## src/design/decoder_pkg.sv

```systemverilog
package decoder_pkg;

  // ****************************************************************
  // Operation kinds and decode states
  // ****************************************************************
  // Seventeen kinds, so the code needs five bits
  typedef enum logic [4:0] {
    OP_NONE, OP_TEST_RM, OP_TEST_IMM_RM, OP_TEST_IMM_ACC, OP_OR, OP_XOR, OP_NOT,
    OP_STRING_COPY, OP_STRING_COMPARE, OP_STRING_SCAN, OP_STRING_LOAD,
    OP_STRING_SAVE, OP_STRING_INPUT, OP_STRING_OUTPUT, OP_CALL_NEAR_IND,
    OP_GRP_UNARY, OP_GRP_CALL
  } op_t;

  typedef enum logic [3:0] {
    S_IDLE, S_PREFIXED, S_MODRM, S_DISP_LO, S_DISP_HI, S_IMM_LO, S_IMM_HI,
    S_START, S_EXEC, S_ELEM
  } state_t;

  // ****************************************************************
  // Opcode patterns (upper bits of the first byte)
  // ****************************************************************
  localparam logic [6:0] OPC_TEST_RM      = 7'h42;
  localparam logic [6:0] OPC_GROUP_UNARY  = 7'h7B;
  localparam logic [6:0] OPC_TEST_ACC     = 7'h54;
  localparam logic [5:0] OPC_OR_RM        = 6'h02;
  localparam logic [5:0] OPC_XOR_RM       = 6'h0C;
  localparam logic [6:0] OPC_STR_COPY     = 7'h52;
  localparam logic [6:0] OPC_STR_COMPARE  = 7'h53;
  localparam logic [6:0] OPC_STR_SCAN     = 7'h57;
  localparam logic [6:0] OPC_STR_LOAD     = 7'h56;
  localparam logic [6:0] OPC_STR_SAVE     = 7'h55;
  localparam logic [6:0] OPC_STR_INPUT    = 7'h36;
  localparam logic [6:0] OPC_STR_OUTPUT   = 7'h37;
  localparam logic [7:0] OPC_GROUP_CALL   = 8'hFF;
  localparam logic [7:0] OPC_ITERATE      = 8'hF2;
  localparam logic [6:0] OPC_ITERATE_Z    = 7'h79;

  // ****************************************************************
  // Field positions and codes
  // ****************************************************************
  localparam int         OPC_W_BIT        = 0;
  localparam int         OPC_D_BIT        = 1;
  localparam int         PREFIX_Z_BIT     = 0;
  localparam logic [2:0] REG_TEST_IMM     = 3'h0;
  localparam logic [2:0] REG_INVERT       = 3'h2;
  localparam logic [2:0] REG_CALL_NEAR    = 3'h2;
  localparam logic [1:0] MOD_NO_DISP      = 2'h0;
  localparam logic [1:0] MOD_DISP8        = 2'h1;
  localparam logic [1:0] MOD_DISP16       = 2'h2;
  localparam logic [1:0] MOD_REGISTER     = 2'h3;
  localparam logic [2:0] RM_DIRECT        = 3'h6;

  // ****************************************************************
  // Cycle budgets
  // ****************************************************************
  localparam logic [7:0] CYC_LOGIC_REG    = 8'h03;
  localparam logic [7:0] CYC_LOGIC_MEM    = 8'h0A;
  localparam logic [7:0] CYC_TEST_IMM_REG = 8'h04;
  localparam logic [7:0] CYC_ACC_BYTE     = 8'h03;
  localparam logic [7:0] CYC_ACC_WORD     = 8'h04;
  localparam logic [7:0] CYC_COPY         = 8'h0E;
  localparam logic [7:0] CYC_COMPARE      = 8'h16;
  localparam logic [7:0] CYC_SCAN         = 8'h0F;
  localparam logic [7:0] CYC_LOAD         = 8'h0C;
  localparam logic [7:0] CYC_SAVE         = 8'h0A;
  localparam logic [7:0] CYC_PORT         = 8'h0E;
  localparam logic [7:0] CYC_CALL_REG     = 8'h11;
  localparam logic [7:0] CYC_CALL_MEM     = 8'h1B;
  localparam logic [7:0] REP_FIX_COPY     = 8'h08;
  localparam logic [7:0] REP_FIX_CMPSCAN  = 8'h05;
  localparam logic [7:0] REP_FIX_LDSV     = 8'h06;
  localparam logic [7:0] REP_FIX_PORT     = 8'h08;
  localparam logic [7:0] REP_PER_COPY     = 8'h08;
  localparam logic [7:0] REP_PER_LOAD     = 8'h0B;
  localparam logic [7:0] REP_PER_SAVE     = 8'h09;
  localparam logic [7:0] REP_PER_PORT     = 8'h08;

  // ****************************************************************
  // Reset values
  // ****************************************************************
  localparam logic [15:0] WORD_RESET      = 16'h0000;
  localparam logic [7:0]  BYTE_RESET      = 8'h00;

endpackage

```

## src/design/decode_link_if.sv

```systemverilog
// Carries modrm decode and cycle timer traffic inside the decoder
interface decode_link_if;
  logic [7:0] modrm;
  logic       is_reg;
  logic [1:0] disp_len;
  logic [2:0] reg_f;
  logic [2:0] rm_f;
  logic       load;
  logic [7:0] load_value;
  logic       expire;

  modport field_side (input modrm, output is_reg, disp_len, reg_f, rm_f);
  modport timer_side (input load, load_value, output expire);
  modport ctrl (output modrm, load, load_value,
                input is_reg, disp_len, reg_f, rm_f, expire);
endinterface

```

## src/design/modrm_fields.sv

```systemverilog
module modrm_fields
  import decoder_pkg::*;
(
  decode_link_if.field_side link
);

  // ****************************************************************
  // Addressing kind decode
  // ****************************************************************
  wire [1:0] mod_f = link.modrm[7:6];

  assign link.reg_f  = link.modrm[5:3];
  assign link.rm_f   = link.modrm[2:0];
  assign link.is_reg = (mod_f == MOD_REGISTER);  // RULE15
  // One byte for short offsets, two for long or direct addressing
  assign link.disp_len = (mod_f == MOD_DISP8)  ? 2'd1 :  // RULE16
                         (mod_f == MOD_DISP16) ? 2'd2 :
                         (mod_f == MOD_NO_DISP && link.rm_f == RM_DIRECT) ? 2'd2 : 2'd0;

endmodule

```

## src/design/cycle_timer.sv

```systemverilog
module cycle_timer
  import decoder_pkg::*;
(
  input  wire logic    i_mclk,
  input  wire logic    i_reset,
  decode_link_if.timer_side link
);

  logic [7:0] remaining;

  // ****************************************************************
  // Down counter; expires on its last cycle
  // ****************************************************************
  always_ff @(posedge i_mclk) begin
    if (i_reset) begin
      remaining <= BYTE_RESET;
    end else if (link.load) begin
      remaining <= link.load_value;
    end else if (remaining != BYTE_RESET) begin
      remaining <= remaining - 8'd1;
    end
  end

  assign link.expire = (remaining == 8'd1);

endmodule

```

## src/design/logic_string_call_decoder.sv

```systemverilog
// What this block does
// RULE1: Register test: flags only, 3 or 10
// RULE2: Immediate test on reg/mem: 4 or 10
// RULE3: Immediate test on accumulator: 3 or 4
// RULE4: Union and difference, either direction: 3/10
// RULE5: Invert register or memory in place: 3/10
// RULE6: Single string copy takes 14 cycles
// RULE7: Single string compare takes 22 cycles
// RULE8: Single string scan takes 15 cycles
// RULE9: Single string load takes 12 cycles
// RULE10: Single string save takes 10 cycles
// RULE11: String input from port pointer: 14
// RULE12: String output to port pointer: 14
// RULE13: Iterate prefix repeats by count register
// RULE14: Near indirect subroutine jump: 17 or 27
// RULE15: Addressing kind 11 names a register
// RULE16: Kind 01 takes sign-extended byte offset
// RULE17: Lowest opcode bit selects byte or word
// RULE18: Direction bit picks register as destination
module logic_string_call_decoder
  import decoder_pkg::*;
(
  input  wire logic        i_mclk,
  input  wire logic        i_reset,
  input  wire logic        i_byte_valid,
  input  wire logic [7:0]  i_byte,
  input  wire logic [15:0] i_count_register,
  input  wire logic        i_zero_flag,
  output logic             o_byte_ready,
  output logic             o_busy,
  output decoder_pkg::op_t o_op,
  output logic             o_word,
  output logic             o_reg_is_dst,
  output logic             o_operand_is_reg,
  output logic [2:0]       o_reg_field,
  output logic [2:0]       o_rm_field,
  output logic [15:0]      o_disp,
  output logic [15:0]      o_imm,
  output logic             o_repeat,
  output logic [15:0]      o_count_left,
  output logic             o_element_strobe,
  output logic             o_done,
  output logic             o_unclaimed
);

  // ****************************************************************
  // Decode helpers
  // ****************************************************************
  function automatic op_t classify(input logic [7:0] b);
    if (b[7:1] == OPC_TEST_RM) return OP_TEST_RM;  // RULE1
    if (b[7:1] == OPC_TEST_ACC) return OP_TEST_IMM_ACC;  // RULE3
    if (b[7:2] == OPC_OR_RM) return OP_OR;  // RULE4
    if (b[7:2] == OPC_XOR_RM) return OP_XOR;  // RULE4
    if (b[7:1] == OPC_GROUP_UNARY) return OP_GRP_UNARY;
    if (b == OPC_GROUP_CALL) return OP_GRP_CALL;
    if (b[7:1] == OPC_STR_COPY) return OP_STRING_COPY;  // RULE6
    if (b[7:1] == OPC_STR_COMPARE) return OP_STRING_COMPARE;  // RULE7
    if (b[7:1] == OPC_STR_SCAN) return OP_STRING_SCAN;  // RULE8
    if (b[7:1] == OPC_STR_LOAD) return OP_STRING_LOAD;  // RULE9
    if (b[7:1] == OPC_STR_SAVE) return OP_STRING_SAVE;  // RULE10
    if (b[7:1] == OPC_STR_INPUT) return OP_STRING_INPUT;  // RULE11
    if (b[7:1] == OPC_STR_OUTPUT) return OP_STRING_OUTPUT;  // RULE12
    return OP_NONE;
  endfunction

  function automatic logic is_string(input op_t op);
    return op inside {OP_STRING_COPY, OP_STRING_COMPARE, OP_STRING_SCAN,
                      OP_STRING_LOAD, OP_STRING_SAVE, OP_STRING_INPUT, OP_STRING_OUTPUT};
  endfunction

  function automatic logic is_cmp_scan(input op_t op);
    return (op == OP_STRING_COMPARE) || (op == OP_STRING_SCAN);
  endfunction

  function automatic logic needs_imm(input op_t op);
    return (op == OP_TEST_IMM_RM) || (op == OP_TEST_IMM_ACC);
  endfunction

  // Single pass cost, register or memory form
  function automatic logic [7:0] exec_cost(input op_t op, input logic reg_form,
                                           input logic wide);
    case (op)
      OP_TEST_RM, OP_OR, OP_XOR, OP_NOT:
        return reg_form ? CYC_LOGIC_REG : CYC_LOGIC_MEM;  // RULE1 RULE4 RULE5
      OP_TEST_IMM_RM:    return reg_form ? CYC_TEST_IMM_REG : CYC_LOGIC_MEM;  // RULE2
      OP_TEST_IMM_ACC:   return wide ? CYC_ACC_WORD : CYC_ACC_BYTE;  // RULE3
      OP_STRING_COPY:    return CYC_COPY;  // RULE6
      OP_STRING_COMPARE: return CYC_COMPARE;  // RULE7
      OP_STRING_SCAN:    return CYC_SCAN;  // RULE8
      OP_STRING_LOAD:    return CYC_LOAD;  // RULE9
      OP_STRING_SAVE:    return CYC_SAVE;  // RULE10
      OP_STRING_INPUT, OP_STRING_OUTPUT: return CYC_PORT;  // RULE11 RULE12
      OP_CALL_NEAR_IND:  return reg_form ? CYC_CALL_REG : CYC_CALL_MEM;  // RULE14
      default:           return CYC_LOGIC_REG;
    endcase
  endfunction

  // Fixed part of a repeated string operation
  function automatic logic [7:0] rep_fixed(input op_t op);
    case (op)
      OP_STRING_COPY:                     return REP_FIX_COPY;
      OP_STRING_COMPARE, OP_STRING_SCAN:  return REP_FIX_CMPSCAN;
      OP_STRING_LOAD, OP_STRING_SAVE:     return REP_FIX_LDSV;
      default:                            return REP_FIX_PORT;
    endcase
  endfunction

  // Per element part of a repeated string operation
  function automatic logic [7:0] rep_per(input op_t op);
    case (op)
      OP_STRING_COPY:    return REP_PER_COPY;
      OP_STRING_COMPARE: return CYC_COMPARE;
      OP_STRING_SCAN:    return CYC_SCAN;
      OP_STRING_LOAD:    return REP_PER_LOAD;
      OP_STRING_SAVE:    return REP_PER_SAVE;
      default:           return REP_PER_PORT;
    endcase
  endfunction

  // ****************************************************************
  // State and working registers
  // ****************************************************************
  state_t      state;
  state_t      next_state;
  op_t         op;
  logic        word;
  logic        reg_is_dst;
  logic        is_reg;
  logic [2:0]  reg_field;
  logic [2:0]  rm_field;
  logic [1:0]  disp_len;
  logic [15:0] disp;
  logic [15:0] imm;
  logic        iterate_prefix;
  logic        rep_z;
  logic        rep_any;
  logic [15:0] count;
  logic        next_done;
  logic        next_unclaimed;
  logic        next_elem;

  decode_link_if link ();

  modrm_fields u_fields (
    .link (link.field_side)
  );

  cycle_timer u_timer (
    .i_mclk  (i_mclk),
    .i_reset (i_reset),
    .link    (link.timer_side)
  );

  // ****************************************************************
  // Combinational decode of the incoming byte
  // ****************************************************************
  wire  take       = i_byte_valid && o_byte_ready;
  wire  opc_state  = (state == S_IDLE) || (state == S_PREFIXED);
  op_t  new_op;
  op_t  resolved_op;
  assign new_op = classify(i_byte);
  wire  is_prefix  = (i_byte[7:1] == OPC_ITERATE_Z);
  // The z form only makes sense on compare and scan
  wire  rep_fits   = is_string(new_op) && (!rep_any || is_cmp_scan(new_op));  // RULE13
  wire  wide_new   = i_byte[OPC_W_BIT];  // RULE17
  // Group opcodes become real only once the reg field is seen
  assign resolved_op =
      (op == OP_GRP_UNARY && link.reg_f == REG_TEST_IMM) ? OP_TEST_IMM_RM :  // RULE2
      (op == OP_GRP_UNARY && link.reg_f == REG_INVERT)   ? OP_NOT :  // RULE5
      (op == OP_GRP_CALL && link.reg_f == REG_CALL_NEAR) ? OP_CALL_NEAR_IND :  // RULE14
      (op == OP_GRP_UNARY || op == OP_GRP_CALL)          ? OP_NONE : op;
  wire  after_disp = needs_imm(op) ? 1'b1 : 1'b0;
  // Compare and scan end early when the zero flag leaves the wanted sense
  wire  stop       = is_cmp_scan(op) && (i_zero_flag != rep_z);  // RULE13
  wire  last_elem  = (count == 16'd1) || stop;
  wire  more_elems = iterate_prefix && (count != WORD_RESET);

  assign link.modrm = i_byte;
  // Timer reloads at start, and at each element boundary
  assign link.load = (state == S_START) ||
                     (state == S_EXEC && link.expire && more_elems) ||
                     (state == S_ELEM && link.expire && !last_elem);
  assign link.load_value = (state == S_START && !iterate_prefix) ? exec_cost(op, is_reg, word) :
                           (state == S_START)         ? rep_fixed(op) : rep_per(op);  // RULE13

  // ****************************************************************
  // Next state
  // ****************************************************************
  always_comb begin
    next_state     = state;
    next_done      = 1'b0;
    next_unclaimed = 1'b0;
    next_elem      = 1'b0;
    unique case (state)
      S_IDLE, S_PREFIXED: begin
        if (take) begin
          if (state == S_IDLE && is_prefix) begin
            next_state = S_PREFIXED;  // RULE13
          end else if ((state == S_PREFIXED && !rep_fits) || new_op == OP_NONE) begin
            next_state     = S_IDLE;
            next_unclaimed = 1'b1;
          end else if (is_string(new_op)) begin
            next_state = S_START;
          end else if (new_op == OP_TEST_IMM_ACC) begin
            next_state = S_IMM_LO;  // RULE3
          end else begin
            next_state = S_MODRM;
          end
        end
      end
      S_MODRM: begin
        if (take) begin
          if (resolved_op == OP_NONE) begin
            next_state     = S_IDLE;
            next_unclaimed = 1'b1;
          end else if (link.disp_len != 2'd0) begin
            next_state = S_DISP_LO;
          end else if (needs_imm(resolved_op)) begin
            next_state = S_IMM_LO;
          end else begin
            next_state = S_START;
          end
        end
      end
      S_DISP_LO: begin
        if (take) begin
          next_state = (disp_len == 2'd2) ? S_DISP_HI : (after_disp ? S_IMM_LO : S_START);
        end
      end
      S_DISP_HI: begin
        if (take) begin
          next_state = after_disp ? S_IMM_LO : S_START;
        end
      end
      S_IMM_LO: begin
        if (take) begin
          next_state = word ? S_IMM_HI : S_START;  // RULE2 RULE3
        end
      end
      S_IMM_HI: begin
        if (take) begin
          next_state = S_START;
        end
      end
      S_START: begin
        next_state = S_EXEC;
      end
      S_EXEC: begin
        if (link.expire) begin
          next_state = more_elems ? S_ELEM : S_IDLE;  // RULE13
          next_done  = !more_elems;
        end
      end
      S_ELEM: begin
        if (link.expire) begin
          next_elem  = 1'b1;
          next_state = last_elem ? S_IDLE : S_ELEM;
          next_done  = last_elem;
        end
      end
    endcase
  end

  // ****************************************************************
  // Control flops
  // ****************************************************************
  always_ff @(posedge i_mclk) begin
    if (i_reset) begin
      state            <= S_IDLE;
      o_byte_ready     <= 1'b0;
      o_busy           <= 1'b0;
      o_done           <= 1'b0;
      o_unclaimed      <= 1'b0;
      o_element_strobe <= 1'b0;
    end else begin
      state            <= next_state;
      o_byte_ready     <= next_state inside {S_IDLE, S_PREFIXED, S_MODRM, S_DISP_LO,
                                             S_DISP_HI, S_IMM_LO, S_IMM_HI};
      o_busy           <= (next_state != S_IDLE);
      o_done           <= next_done;
      o_unclaimed      <= next_unclaimed;
      o_element_strobe <= next_elem;
    end
  end

  // ****************************************************************
  // Opcode and modrm capture
  // ****************************************************************
  always_ff @(posedge i_mclk) begin
    if (i_reset) begin
      op         <= OP_NONE;
      word       <= 1'b0;
      reg_is_dst <= 1'b0;
      is_reg     <= 1'b0;
      reg_field  <= 3'h0;
      rm_field   <= 3'h0;
      disp_len   <= 2'd0;
      iterate_prefix        <= 1'b0;
      rep_z      <= 1'b0;
      rep_any    <= 1'b0;
    end else if (take && opc_state) begin
      op         <= new_op;
      word       <= wide_new;  // RULE17
      // Only union and difference carry a direction bit
      reg_is_dst <= (new_op == OP_OR || new_op == OP_XOR) && i_byte[OPC_D_BIT];  // RULE18
      is_reg     <= (new_op == OP_TEST_IMM_ACC);
      if (state == S_IDLE) begin
        iterate_prefix     <= is_prefix;
        rep_z   <= i_byte[PREFIX_Z_BIT];
        rep_any <= is_prefix && (i_byte != OPC_ITERATE);
      end
    end else if (take && state == S_MODRM) begin
      op        <= resolved_op;
      is_reg    <= link.is_reg;  // RULE15
      reg_field <= link.reg_f;
      rm_field  <= link.rm_f;
      disp_len  <= link.disp_len;
    end
  end

  // ****************************************************************
  // Offset, immediate and element count
  // ****************************************************************
  always_ff @(posedge i_mclk) begin
    if (i_reset) begin
      disp <= WORD_RESET;
      imm  <= WORD_RESET;
    end else if (take && state == S_MODRM) begin
      disp <= WORD_RESET;
    end else if (take && state == S_DISP_LO) begin
      disp <= {{8{i_byte[7]}}, i_byte};  // RULE16
    end else if (take && state == S_DISP_HI) begin
      disp[15:8] <= i_byte;
    end else if (take && state == S_IMM_LO) begin
      imm <= {8'h00, i_byte};
    end else if (take && state == S_IMM_HI) begin
      imm[15:8] <= i_byte;
    end
  end

  // Count is sampled once so a moving source cannot skew the loop
  always_ff @(posedge i_mclk) begin
    if (i_reset) begin
      count <= WORD_RESET;
    end else if (state == S_START) begin
      count <= iterate_prefix ? i_count_register : WORD_RESET;  // RULE13
    end else if (next_elem) begin
      count <= count - 16'd1;
    end
  end

  // ****************************************************************
  // Outputs straight from the working flops
  // ****************************************************************
  assign o_op             = op;
  assign o_word           = word;
  assign o_reg_is_dst     = reg_is_dst;
  assign o_operand_is_reg = is_reg;
  assign o_reg_field      = reg_field;
  assign o_rm_field       = rm_field;
  assign o_disp           = disp;
  assign o_imm            = imm;
  assign o_repeat         = iterate_prefix;
  assign o_count_left     = count;

endmodule

```

## config.mk

```make
export PLATFORM = sky130hd
export DESIGN_NAME = logic_string_call_decoder
export DESIGN_NICKNAME = d
export VERILOG_FILES = /design/src/design/decoder_pkg.sv /design/src/design/decode_link_if.sv /design/src/design/modrm_fields.sv /design/src/design/cycle_timer.sv /design/src/design/logic_string_call_decoder.sv
export SDC_FILE = /design/constraint.sdc
export NUM_CORES = 1
export LEC_CHECK = 0
export BUFFER_PORTS_ARGS = -buffer_cell sky130_fd_sc_hd__buf_2
export CORE_AREA = 2 2 113 115
export CTS_CLUSTER_SIZE = 24
export DETAILED_ROUTE_END_ITERATION = 16
export DIE_AREA = 0 0 115 117
export PLACE_DENSITY = 0.6
export SYNTH_ARGS = -nofsm -noshare
export SYNTH_HDL_FRONTEND = slang
export SYNTH_SLANG_ARGS = --single-unit
```

## constraint.sdc

```tcl
create_clock -name i_mclk -period 3.8 [get_ports i_mclk]
set_input_delay 0.76 -clock i_mclk [delete_from_list [all_inputs] [get_ports i_mclk]]
set_output_delay 0.76 -clock i_mclk [all_outputs]
set_load 0.1 [all_outputs]
```

Word level (Yosys, flattened, before mapping)
Index checks and enable logic that the tools add are counted.
W data, S select, Z words.
Word-level totals
  register bits after elaboration: 84
  bits of input ports: 28
  output and inout port bits: 68
  logic and storage cells: 358
Cells by class
  $add $sub $neg: 2
  equal/unequal tests: 67
  mux-type cells: 196
  bitwise operators: 4
  reductions and logical operators: 67
Operators with widths (number)
  $mux W5: 49
  $mux W1: 104
  $eq A5 B4 Y1 const B: 14
  $mux W8: 8
  $eq A7 B7 Y1 const B: 9
  $mux W4: 14
  $mux W16: 3
  $pmux W5 S9: 1
  $pmux W4 S9: 1
  $eq A5 B3 Y1 const B: 7
  $eq A4 B3 Y1 const B: 7
  $eq A5 B2 Y1 const B: 5
  $logic_and A1 B1 Y1: 23
  $mux W3: 7
  $pmux W5 S4: 1
  $eq A16 B1 Y1 const B: 1
  $eq A4 B2 Y1 const B: 4
  $reduce_bool A16 Y1: 1
  $sub A16 B1 Y16 const B: 1
  $eq A7 B6 Y1 const B: 2
  $reduce_bool A7 Y1: 2
  $logic_or A1 B1 Y1: 12
  $reduce_bool A2 Y1: 6
  $logic_not A5 Y1: 2
  other kinds (30): 52

Longest topological paths before layout
  depth after elaboration: 106
  mapped depth: 9
  mapped depth without buffers: 8

Hierarchy
From an unflattened synthesis, not the netlist that was laid out.
Unflattened totals
  cell total of the unflattened synthesis: 638
  area total of the unflattened synthesis: 4832.1 um2
By module, submodules not included
  logic_string_call_decoder: instances 1, cells an instance 574, area an instance 4250.3 um2, seq. area each 1521.5 um2
  cycle_timer: instances 1, cells an instance 53, area an instance 508.0 um2, seq. area each 160.2 um2
  modrm_fields: instances 1, cells an instance 11, area an instance 73.8 um2, seq. area each 0.0 um2

Least setup slack after synthesis
No wires, ideal clock.
  path type: reg-to-reg
  start: register op[1] (netlist: o_op[1])
  end: register o_busy
  setup time: 147 ps
  arrival: 2670 ps
  data required time: 3653 ps
  path slack: 982 ps
  cell stages (with the launch flop): 8
  path buffers: 1
  clock period less this slack: 2818 ps
  cell sequence: dfxtp_1 > buf_4 > or4b_2 > o21ai_0 > a21oi_1 > o31a_1 > o221ai_1 > a41oi_1
On the way
  cells in the longest elaborated chain, start to end: 14
  elaborated cells between the ends (all ways): 35
  classes of those cells: eq/ne: 8; mux: 16; reduce/logical: 11
Ends and longest elaborated chain
  start: declaration: line logic_string_call_decoder.sv:125  | op_t op;
  start signal: assignment: line logic_string_call_decoder.sv:302  | op <= new_op;
  start signal: assignment: line logic_string_call_decoder.sv:313  | op <= resolved_op;
  $eq A5 B4 Y1 or $eq A5 B5 Y1 (tied branches)
  $logic_or A1 B1 Y1: line logic_string_call_decoder.sv:171  | (op == OP_GRP_UNARY || op == OP_GRP_CALL) ? OP_NONE : op;
  $mux W5: line logic_string_call_decoder.sv:171
  $mux W5: line logic_string_call_decoder.sv:170  | (op == OP_GRP_CALL && link.reg_f == REG_CALL_NEAR) ? OP_CALL_NEAR_IND :
  $mux W5: line logic_string_call_decoder.sv:169  | (op == OP_GRP_UNARY && link.reg_f == REG_INVERT) ? OP_NOT :
  $mux W5: line logic_string_call_decoder.sv:168  | (op == OP_GRP_UNARY && link.reg_f == REG_TEST_IMM) ? OP_TEST_IMM_RM :
  $eq A5 B2 Y1: line logic_string_call_decoder.sv:76  | return (op == OP_TEST_IMM_RM) || (op == OP_TEST_IMM_ACC);
  $logic_or A1 B1 Y1: line logic_string_call_decoder.sv:76
  $mux W2: line logic_string_call_decoder.sv:218  | end else if (needs_imm(resolved_op)) begin
  $mux W3: line logic_string_call_decoder.sv:216  | end else if (link.disp_len != 2'd0) begin
  $mux W3: line logic_string_call_decoder.sv:213  | if (resolved_op == OP_NONE) begin
  $mux W4: line logic_string_call_decoder.sv:212  | if (take) begin
  $pmux W4 S9 (*): line logic_string_call_decoder.sv:194  | unique case (state)
  $reduce_bool A4 Y1 (*): line logic_string_call_decoder.sv:279  | o_busy <= (next_state != S_IDLE);
  end signal: assignment: line logic_string_call_decoder.sv:279
  end: declaration: line logic_string_call_decoder.sv:30  | output logic o_busy,
Mark *: on every way between the ends. The rest lies on a longest branch, timed or not.
A chain may end at the register's enable or synchronous reset.

Worst setup path in the final report
  start: register state[3]
  end: register u_timer.remaining[0]
On the way
  cells in the longest elaborated chain, start to end: 6
  elaborated cells between the ends (all ways): 14
  classes of those cells: eq/ne: 3; mux: 3; reduce/logical: 8
Ends and longest elaborated chain
  start: declaration: line logic_string_call_decoder.sv:123  | state_t state;
  start signal: assignment: line logic_string_call_decoder.sv:276  | state <= next_state;
  $eq A4 B4 Y1: line logic_string_call_decoder.sv:181  | (state == S_EXEC && link.expire && more_elems) ||
  $logic_and A1 B1 Y1 (2 in series): line logic_string_call_decoder.sv:181
  $logic_or A1 B1 Y1: line logic_string_call_decoder.sv:180  | assign link.load = (state == S_START) ||
  $logic_or A1 B1 Y1: line logic_string_call_decoder.sv:181
  $mux W8 or $reduce_bool A2 Y1 (tied branches)
  end signal: assignment: line cycle_timer.sv:18  | remaining <= link.load_value;
  end signal: assignment: line cycle_timer.sv:20  | remaining <= remaining - 8'd1;
  end: declaration: line cycle_timer.sv:9  | logic [7:0] remaining;
Several ways; a longest one is shown, not always the timed one.

==> flow_summary_export.csv <==
group,metric,value,unit
clocking,clk_path_buf_depth,2,
routing,routed_via_density,5.882,
clocking,numCtsBuffers,9,
setup_path,reg2reg_to,"u_timer.remaining[0]",
setup_path,critPathKind,"reg -> reg",
outcome,outcome,"finished clean",
pwr,sw_frac_of_total,29.33,%
pwr,p_clk_share,40.9,%
pwr,combPwrFrac,18.2,%
logic_synthesis,synth_flop_cell,"dfxtp_1",
setup_path,reg2reg_slack,1080,ps
logic_synthesis,synthCells,623,
grt,grt_max_degree,36,
timing,max_slew.worst_pin.slew,751.7,ps
final_layout,diodes,0,
setup_path,cp_slowest_stage_delay,610,ps
routing,antenna_left,0,
logic_synthesis,avgSynthCellArea,7.726,µm²
setup_path,r2r-start,"state[3]",
place,place_inst,824,
routing,first_iter_violations,419,
routing,dr.pass1.iters,5,
logic_synthesis,synth-seq-cells,84,
grt,grt_use_total,21.13,%
setup_path,crit_family,"compound AO/OA/AOI/OAI gates",
pwr,switchingPower,0.6975,mW
timing,slew_headroom,49.43,%
setup_path,required,4060,ps
routing,drc,0,
place,gp_congestion,0.8860,
floorplanning,die_w,115,µm
min_path,min_to,"o_reg_field[0]",
logic_synthesis,synth_nets,655,
final_layout,fin_cells,839,
logic_synthesis,ys_warn_count,0,
final_layout,syn2layout_area_growth,17.16,%
logic_synthesis,synth.distinct_cells,78,
setup_path,endpoint_kind,"flop",
routing,wl,14040,µm
clocking,clock-sinks,84,
place,dp_hpwl,9771,µm
clocking,cts_tree,"built",
min_path,min_path_type,"reg -> reg",
floorplanning,core_area,12310,µm²
run,drv_cap,0,
logic_synthesis,synth_area,4813,µm²
routing,dr.max_layer_used,"met4",
logic_synthesis,synthArstFlopShare,0,%
timing,fin_crit,2718,ps
pwr,ir_worst_vdd,0.3725,mV
clocking,clock_latency,350,ps
clocking,cts-resized-gates,0,
final_layout,fill_cells,1241,
logic_synthesis,yosysTopAreaCellShare,34.94,%
setup_path,slowest_stage,"dfxtp_1",
timing,rsz0062_at_grt,"false",
clocking,clk_pin_slew,60,ps
floorplanning,die_area,13460,µm²
timing,hold_viol_final,0,
logic_synthesis,yosys.area.top_type,"dfxtp_1",
timing,setup_total_negative_slack,0,ps
clocking,postCtsSetupBuffers,0,
clocking,htreeDepth,3,
routing,num_vias,4935,
floorplanning,fp.dieH,117,µm
clocking,cts_hold_buf,0,
timing,max_freq,0.3679,GHz
floorplanning,ios,96,
pwr,power.leakage,2.284,nW
timing,finClkSkew,6.901,ps
min_path,hold_depth,2,
grt,antenna_found_initial,0,
final_layout,multiInputGateArea,2850,µm²
logic_synthesis,yosysMostFrequentCell,"dfxtp_1",
floorplanning,rows,41,
timing,setup-violations-final,0,
pwr,power_frac_seq,40.9,%
clocking,root_buffer,"clkbuf_16",
grt,grt_overflow,0,
logic_synthesis,yosysSeqAreaShare,34.94,%
logic_synthesis,synthTopCellsByArea,"dfxtp_1, a21oi_1, nand2_1, nor2_1, clkbuf_1",
timing,slew_violations,0,
final_layout,final_nets,717,
routing,wl_met3,949,µm
setup_path,path_buf_inv,0,
place,place.port_buffers,95,
routing,route.met2.wl,6601,µm
final_layout,seq_area,1682,µm²
pwr,power.density,421.8,nW/µm²
setup_path,crit_chain,"nor3b_1, o311ai_0, a41o_1, o211ai_2, o2111ai_1, o31ai_1",
timing,period_share,71.53,%
final_layout,utilization,45.80,%
min_path,worstHoldStart,"o_reg_field[0]",
setup_path,start_kind,"flop",
setup_path,cp.arrival,2980,ps
pwr,internal-power,1.681,mW
routing,wl_per_cell,16.73,µm
grt,grt_pass1_vias,4519,
routing,wl_met1,6181,µm
setup_path,cp_max_fo,15,
final_layout,drive_gt1_share,19.74,%
floorplanning,start_util,39.10,%
logic_synthesis,synth.top_cells.by_count,"dfxtp_1, nand2_1, nor2_1",
setup_path,reg2reg_depth,6,
logic_synthesis,synth-edff-count,0,
grt,grt_pass1_wl,22650,µm
## power groups by stage
| stage | sequential [mW] | combinational [mW] | clock [mW] |
|---|---|---|---|
| 2_1_floorplan | 1.02 | 0.316 | 0 |
| 3_3_place_gp | 0.990 | 0.426 | 0 |
| 3_5_place_dp | 0.992 | 0.429 | 0 |
| 4_1_cts | 0.973 | 0.433 | 0.989 |
| 5_1_grt | 0.980 | 0.477 | 1.02 |
| 6_report | 0.973 | 0.434 | 0.972 |
## layout make-up
| cell class | instances | area share [%] |
|---|---|---|
| clock buffers | 10 | 4.238 |
| clock inverters | 5 | 1.509 |
| repair buffers | 104 | 9.629 |
| inverters | 14 | 0.9319 |
| flip-flops and latches | 84 | 29.82 |
| well taps | 150 | 3.328 |
| multi-input cells | 472 | 50.54 |
## layout by cell type (no fill, tap or decap), drive strengths merged, types with 3 or more instances in the layout
master   netlist  final
o22ai          3      3
nor3b          7      7
nand2b        11     11
a21oi         59     59
nor2          62     62
nor3          25     25
or2            7      7
xnor2          8      8
o211ai         5      5
inv           13     14
and4           3      3
nor2b          4      4
o31a           4      4
mux2i         11     11
o31ai          4      4
ha             4      4
nand3         23     23
nand4          8      8
a22oi         12     12
nor4          13     13
a31oi          5      5
a211oi        14     14
nand2         72     72
and3           5      5
dfxtp         84     84
and2           3      3
a2111oi        3      3
o32ai          3      3
or4            3      3
buf           19    104
a221oi         9      9
xor2           9      9
or3            8      8
o21ai         24     24
clkbuf        34     10
## metrics by stage
| step | cell area [µm²] | power, mW | hold slack, ps | worst slack, ps |
|---|---|---|---|---|
| after floorplan | 4813 | 1.334 | 463.4 | 982.3 |
| after global placement | 5315 | 1.416 | 443.0 | 810.1 |
| after detailed placement | 5315 | 1.421 | 444.2 | 770.8 |
| after CTS | 5639 | 2.395 | 453.0 | 1096 |
| after global routing | 5639 | 2.474 | 469.9 | 847.5 |
| final | 5639 | 2.378 | 454.6 | 1082 |
## worst max path at each step
stage | start | to | slack, ps | cells past startpoint
after floorplan | o_op[1] | o_busy | 980 | 7
after global placement | i_byte[6] | o_busy | 810 | 7
after detailed placement | i_byte[6] | o_busy | 770 | 7
after CTS | state[3] | u_timer.remaining[0] | 1100 | 6
after global routing | state[3] | u_timer.remaining[0] | 850 | 6
final | state[3] | u_timer.remaining[0] | 1080 | 6
## layer usage
| metal | GRT usage, % | up-vias |
|---|---|---|
| li1 | - | 2412 |
| met1 | 26.51 | 2322 |
| met2 | 34.94 | 178 |
| met3 | 5.819 | 23 |
| met4 | 7.711 | 0 |
| met5 | 0 | - |
## worst reg2reg max path, delay by kind of cell, from the launching register on
family | cells | cell delay [ps]
AO/OA/AOI/OAI | 5 | 1550
AND/OR/NAND/NOR | 1 | 460
flip-flops | 1 | 610
## cell families (layout without fill, tap and decap cells)
logic type / count (synthesis) / count (layout) / synth area share (%)
AO/OA/AOI/OAI: 173 / 173 / 24.15
XOR/XNOR: 17 / 17 / 3.093
adder cells (fa/ha/maj): 5 / 5 / 1.248
buffers and inverters: 67 / 133 / 5.979
flip-flops: 84 / 84 / 34.94
multiplexers: 11 / 11 / 2.288
AND/OR/NAND/NOR: 266 / 266 / 28.31
(Power assumes the default switching activity.)
